File: config.mk
export PLATFORM = sky130hd
export DESIGN_NAME = sic_control
export DESIGN_NICKNAME = d
export VERILOG_FILES = /design/src/design/sic_pkg.sv /design/src/design/sic_control.sv
export SDC_FILE = /design/constraint.sdc
export NUM_CORES = 1
export LEC_CHECK = 0
export ABC_AREA = 0
export BUFFER_PORTS_ARGS = -buffer_cell sky130_fd_sc_hd__buf_2
export CAP_MARGIN = 20
export CORE_UTILIZATION = 25
export DETAILED_ROUTE_END_ITERATION = 10
export SYNTH_ARGS = -nofsm -noshare
export SYNTH_HDL_FRONTEND = slang
export SYNTH_SLANG_ARGS = --single-unit
File: constraint.sdc
create_clock -name i_clk -period 2.87 [get_ports i_clk]
set_input_delay 0.4305 -clock i_clk [delete_from_list [all_inputs] [get_ports i_clk]]
set_output_delay 0.4305 -clock i_clk [all_outputs]
set_load 0.05 [all_outputs]
File: src/design/sic_pkg.sv
package sic_pkg;

  // ************************************************************
  // register map
  // ************************************************************
  localparam logic [3:0]  CTRL_ADDR  = 4'h2;  // word index
  localparam logic [3:0]  STAT_ADDR  = 4'h3;
  localparam logic [31:0] CTRL_RESET = 32'h0000_0000;

  // ************************************************************
  // field positions
  // ************************************************************
  localparam int PORT_LSB  = 16;
  localparam int PWRQ_LSB  = 12;
  localparam int ALLOW_LSB = 8;
  localparam int SPEED_LSB = 4;
  localparam int DET_LSB   = 0;

  // ************************************************************
  // field encodings
  // ************************************************************
  localparam logic [3:0] CODE_NONE    = 4'h0;
  localparam logic [3:0] PWRQ_PARTIAL = 4'h1;
  localparam logic [3:0] PWRQ_SLUMBER = 4'h2;
  localparam logic [3:0] PWRQ_ACTIVE  = 4'h4;
  localparam logic [3:0] ALLOW_NO_PAR = 4'h1;
  localparam logic [3:0] ALLOW_NO_SLU = 4'h2;
  localparam logic [3:0] ALLOW_NONE   = 4'h3;
  localparam logic [3:0] SPEED_GEN1   = 4'h1;
  localparam logic [3:0] SPEED_GEN2   = 4'h2;
  localparam logic [3:0] DET_INIT     = 4'h1;
  localparam logic [3:0] DET_OFFLINE  = 4'h4;

  typedef struct packed {
    logic [3:0] mux_port_number;
    logic [3:0] allowed_power_states;
    logic [3:0] speed_limit;
    logic [3:0] detect_init_control;
  } sic_ctrl_t;

  typedef struct packed {
    logic partial;
    logic slumber;
    logic active;
  } sic_pwr_t;

endpackage

File: src/design/sic_control.sv
`timescale 1ns/1ps
// How it works
// - port field drives the outgoing frame port number on every transmit.
// - port field is zero after reset.
// - port field is optional; frame builder may ignore it.
// - power request write of code 1, 2 or 4 gives at most one pulse, never latched.
// - power request field always reads zero.
// - request codes 1 partial, 2 slumber, 4 active; others reserved.
// - allowed field 1 blocks partial, 2 slumber, 3 both.
// - speed field 1 caps at gen1, 2 caps at gen2, 0 no cap.
// - detect code 1 resets interface and reruns link initialization.
// - detect code 1 holds interface in reset until rewritten.
// - detect code 4 takes the phy offline.
// - detect code 0 requests nothing; others reserved.
// - writes act; reads return last value except read-zero fields.
module sic_control (
  input  wire logic        i_clk,             // 40 MHz clock
  input  wire logic        i_resetn,          // async reset, low
  input  wire logic [3:0]  i_address,         // word address
  input  wire logic        i_read,            // read strobe
  input  wire logic        i_write,           // write strobe
  input  wire logic [31:0] i_writedata,       // write data
  input  wire logic [3:0]  i_byteenable,      // byte lanes
  output logic      [31:0] o_readdata,        // read data
  output logic             o_waitrequest,     // stall
  output logic      [3:0]  o_tx_port_number,  // frame port field
  output logic             o_pwr_partial,     // partial request pulse
  output logic             o_pwr_slumber,     // slumber request pulse
  output logic             o_pwr_active,      // active request pulse
  output logic             o_partial_allowed, // partial permitted
  output logic             o_slumber_allowed, // slumber permitted
  output logic             o_gen1_cap,        // cap at gen1
  output logic             o_gen2_cap,        // cap at gen2
  output logic             o_host_reset_state,// interface held reset
  output logic             o_comm_init,       // start init pulse
  output logic             o_phy_offline      // phy offline
);

  // ************************************************************
  // bus handshake
  // ************************************************************
  // one wait cycle per access so read data comes from a flop
  logic              ack_reg, ack_next;
  logic [31:0]       rdata_reg, rdata_next;
  sic_pkg::sic_ctrl_t ctrl_reg, ctrl_next;
  sic_pkg::sic_pwr_t  pwr_reg, pwr_next;
  logic              init_reg, init_next;
  logic              req;
  logic              wr_fire;
  logic [31:0]       wmask;
  logic [31:0]       cur;
  logic [31:0]       merged;
  logic [3:0]        f_pwrq, f_allow, f_speed, f_det;

  assign req           = (i_read | i_write) & ~ack_reg;
  assign o_waitrequest = ~ack_reg;
  assign wr_fire       = i_write & ack_reg;
  assign o_readdata    = rdata_reg;

  assign wmask = {{8{i_byteenable[3]}}, {8{i_byteenable[2]}},
                  {8{i_byteenable[1]}}, {8{i_byteenable[0]}}};

  always_comb begin
    cur = '0;
    cur[sic_pkg::PORT_LSB  +: 4] = ctrl_reg.mux_port_number;
    cur[sic_pkg::ALLOW_LSB +: 4] = ctrl_reg.allowed_power_states;
    cur[sic_pkg::SPEED_LSB +: 4] = ctrl_reg.speed_limit;
    cur[sic_pkg::DET_LSB   +: 4] = ctrl_reg.detect_init_control;
  end

  assign merged  = (i_writedata & wmask) | (cur & ~wmask);
  assign f_pwrq  = i_writedata[sic_pkg::PWRQ_LSB +: 4]
                   & wmask[sic_pkg::PWRQ_LSB +: 4];
  assign f_allow = merged[sic_pkg::ALLOW_LSB +: 4];
  assign f_speed = merged[sic_pkg::SPEED_LSB +: 4];
  assign f_det   = merged[sic_pkg::DET_LSB +: 4];

  // ************************************************************
  // register update
  // ************************************************************
  always_comb begin
    ack_next   = req;
    rdata_next = rdata_reg;
    ctrl_next  = ctrl_reg;
    pwr_next   = '0;
    init_next  = 1'b0;
    if (req && i_read) begin
      if (i_address == sic_pkg::CTRL_ADDR) begin
        rdata_next = cur;
      end else if (i_address == sic_pkg::STAT_ADDR) begin
        rdata_next = {29'h0000_0000, ctrl_reg.detect_init_control
                      == sic_pkg::DET_INIT, ctrl_reg.detect_init_control
                      == sic_pkg::DET_OFFLINE, 1'b0};
      end else begin
        rdata_next = 32'h0000_0000;
      end
    end
    if (wr_fire && i_address == sic_pkg::CTRL_ADDR) begin
      ctrl_next.mux_port_number = merged[sic_pkg::PORT_LSB +: 4];
      // reserved codes leave the previous setting in force
      if (f_allow <= sic_pkg::ALLOW_NONE) begin
        ctrl_next.allowed_power_states = f_allow;
      end
      if (f_speed <= sic_pkg::SPEED_GEN2) begin
        ctrl_next.speed_limit = f_speed;
      end
      if (f_det == sic_pkg::CODE_NONE || f_det == sic_pkg::DET_INIT ||
          f_det == sic_pkg::DET_OFFLINE) begin
        ctrl_next.detect_init_control = f_det;
      end
      // a write that leaves the detect lane off does not restart the link
      if (wmask[sic_pkg::DET_LSB] && f_det == sic_pkg::DET_INIT) begin
        init_next = 1'b1;
      end
      case (f_pwrq)
        sic_pkg::PWRQ_PARTIAL: pwr_next.partial = 1'b1;
        sic_pkg::PWRQ_SLUMBER: pwr_next.slumber = 1'b1;
        sic_pkg::PWRQ_ACTIVE:  pwr_next.active  = 1'b1;
        default:               pwr_next         = '0;
      endcase
    end
  end

  always_ff @(posedge i_clk or negedge i_resetn) begin
    if (!i_resetn) begin
      ack_reg   <= 1'b0;
      rdata_reg <= 32'h0000_0000;
      ctrl_reg  <= '{
        mux_port_number:      sic_pkg::CTRL_RESET[sic_pkg::PORT_LSB  +: 4],
        allowed_power_states: sic_pkg::CTRL_RESET[sic_pkg::ALLOW_LSB +: 4],
        speed_limit:          sic_pkg::CTRL_RESET[sic_pkg::SPEED_LSB +: 4],
        detect_init_control:  sic_pkg::CTRL_RESET[sic_pkg::DET_LSB   +: 4]};
      pwr_reg   <= '0;
      init_reg  <= 1'b0;
    end else begin
      ack_reg   <= ack_next;
      rdata_reg <= rdata_next;
      ctrl_reg  <= ctrl_next;
      pwr_reg   <= pwr_next;
      init_reg  <= init_next;
    end
  end

  // ************************************************************
  // interface controls
  // ************************************************************
  // a frame builder with its own port source may ignore this
  assign o_tx_port_number   = ctrl_reg.mux_port_number;
  // a blocked state drops its pulse rather than queueing it
  assign o_pwr_partial      = pwr_reg.partial & o_partial_allowed;
  assign o_pwr_slumber      = pwr_reg.slumber & o_slumber_allowed;
  assign o_pwr_active       = pwr_reg.active;
  assign o_partial_allowed  = ~ctrl_reg.allowed_power_states[0];
  assign o_slumber_allowed  = ~ctrl_reg.allowed_power_states[1];
  assign o_gen1_cap = ctrl_reg.speed_limit == sic_pkg::SPEED_GEN1;
  assign o_gen2_cap = ctrl_reg.speed_limit == sic_pkg::SPEED_GEN2;
  assign o_host_reset_state = ctrl_reg.detect_init_control
                              == sic_pkg::DET_INIT;
  assign o_comm_init        = init_reg;
  assign o_phy_offline      = ctrl_reg.detect_init_control
                              == sic_pkg::DET_OFFLINE;
endmodule

==> results.toml <==
[sta]
rsz0062_at_grt = "no"
min_period_over_period = 0.653
slew_violations = 0
hold_viol = 0
fin_hold_ws_ns = 0.240
fin_ws_ns = 0.996
min_period_ns = 1.87
fin_skew_ns = 0.00218
setup_violations = 0
fmax_ghz = 0.534
fin_tns_setup_ns = 0
worst-slew-pin-transition_ns = 0.820
slew_headroom = 0.453

[power]
power_mw = 1.22
clockPowerShare = 0.378
seq_power_share = 0.452
p_switching_mw = 0.350
power.leakage_nw = 1.10
p_int_mw = 0.873
power.density_mw_per_mm2 = 581
comb_power_share = 0.170
ir_drop_mv = 0.260
p_sw_frac = 0.286

[setup_path]
crit_type = "input port to register"
worstPathArrival_ns = 2.09
end_kind = "register"
path_max_fanout = 14
required_ns = 3.09
start_kind = "input port"

[synth]
synth_cell_types = 35
synthesis.area_mm2 = 0.00169
synthCells = 140
dominantRegCellSynth = "dfrtp_1"
yosysWarnings = 0
synthArstFlopShare = 1.00
yosysSeqAreaShare = 0.548
ys_ff_latch = 37
syn_avg_cell_area_um2 = 12.1
synth_edf_count = 0

[clock_tree]
post-cts-setup-buffer-count = 0
clkTransAtPathRegs_ns = 0.07
hold_buffers = 0
cts_buffers = 5
root_buffer = "clkbuf_8"
post_cts_resized = 0
cts_sinks = 37
cts_tree = "built"
worstSkewPairLatency_ns = 0.28
h-tree-depth = 2
cts_buffer_depth = 2

[floorplanning]
rows = 29
start_util = 0.263
io_pins = 91
die_x_um = 84.2
die_h_um = 84.2
die_area_mm2 = 0.00709
core_mm2 = 0.00642

[routing]
dr.pass1.iters = 9
ant_nets = 0
wl_um = 3560
drt_iter0_markers = 52
vias = 1239
via_per_inst = 4.46
post_drt_wl_per_cell_um = 12.8
route.detailed.drc = 12

[grt]
grt_use_total = 0.110
grt.overflow.total = 0
antenna_found_initial = 0
grt_pass1_wl_um = 5980
grt_max_degree = 38
grt_pass1_vias = 1220

[place]
placed_area_mm2 = 0.00199
portBuffers = 61
place.gp.congestion = 0.703
place_hpwl_um = 2680
pre_cts_ws_ns = 0.680
dp.cells = 270

[run]
maxCapViolations = 0

[final_layout]
final_core_util = 0.327
layoutNonFillerInstCount = 278
fin_area_mm2 = 0.00210
area_growth_pct = 24.5
drive_gt1_frac = 0.403
fin_nets = 244
fillers = 681
antenna_cells = 0

[worst_hold_path]
hold_class = "input port to asynchronous set/reset pin"

[run_status]
status = "finished with violations"
violations = "design-rule violations"
## cell usage in the layout, fill, tap and decap left out, types with 2 or more instances in the layout
cell      instances
nand2_1           4
mux2_2            8
nor2b_1           2
nor4_1            3
o21ai_0           2
a21boi_0          4
and2_1            4
buf_2            61
mux2i_1           2
a22o_1           14
nor4b_1           7
or3_1             2
clkbuf_8          6
dfrtp_1          37
inv_1             4
nor2_1            3
o22a_1            2
conb_1           16
or3b_2            2
## synthesized netlist by cell type (2+ instances only)
cell / number / area [µm²]
inv_1: 4 / 15.0
mux2_2: 8 / 90.1
a22o_1: 14 / 123
nor2_1: 3 / 11.3
o21ai_0: 2 / 10.0
clkbuf_1: 2 / 7.51
a21boi_0: 4 / 30.0
nand2_1: 4 / 15.0
buf_4: 20 / 150
or3b_2: 2 / 17.5
nor2b_1: 2 / 12.5
dfrtp_1: 37 / 926
buf_2: 2 / 10.0
or3_1: 2 / 12.5
nor4b_1: 7 / 61.3
mux2i_1: 2 / 20.0
o22a_1: 2 / 17.5
and2_1: 4 / 25.0
nor4_1: 3 / 18.8
## final timing paths
check                                           from                   endpoint  slack (ns)  cells after the start
setup / recovery                        i_address[0]  o_readdata[6]$_DFFE_PN0P_         1.0                      4
hold / removal                              i_resetn  o_readdata[6]$_DFFE_PN0P_        0.24                      1
setup reg to reg                   ack_reg$_DFF_PN0_  o_readdata[1]$_DFFE_PN0P_        1.21                      4
hold reg to reg            o_readdata[1]$_DFFE_PN0P_  o_readdata[1]$_DFFE_PN0P_        0.48                      2
max in group asynchronous                   i_resetn  o_readdata[9]$_DFFE_PN0P_        2.12                      1
min in group i_clk                   i_writedata[12]     o_pwr_active$_DFF_PN0_        0.33                      2
## area by class of cell
type,count,area [µm²],share of cell area
Sequential cell,37,926,0.440
Multi-Input combinational cell,90,637,0.303
Timing Repair Buffer,62,313,0.149
Tap cell,77,96.3,0.0458
Clock buffer,7,86.3,0.0410
Clock inverter,1,30.0,0.0143
Inverter,4,15.0,0.00714
## worst max-delay path: stages
cell,delay [ns]
buf_2,0.13
or4b_1,0.70
nor2_2,0.60
a22o_1,0.23
## power groups by stage
stage	Sequential (mW)	Clock [mW]	Combinational (mW)
finish	0.553	0.462	0.208
detailed placement	0.564	0	0.210
global route	0.556	0.501	0.224
CTS	0.553	0.482	0.210
floorplan	0.568	0	0.170
global placement	0.562	0	0.209
## cell families after synthesis
family	Yosys count	share of synthesized area
DFF	37	0.548
buffers and inverters	28	0.108
AOI/OAI and AO/OA	28	0.134
other	1	0.00222
muxes	10	0.0652
and+or+nand+nor	36	0.142
## layer usage
| metal | vias to the layer above | global-route usage | wire length (µm) |
|---|---|---|---|
| met5 | - | 0 | 0 |
| met1 | 596 | 0.141 | 1630 |
| met3 | 2 | 0.0413 | 237 |
| met4 | 0 | 0.0329 | 17 |
| li1 | 594 | - | - |
| met2 | 47 | 0.175 | 1670 |
(Power assumes the default switching activity.)
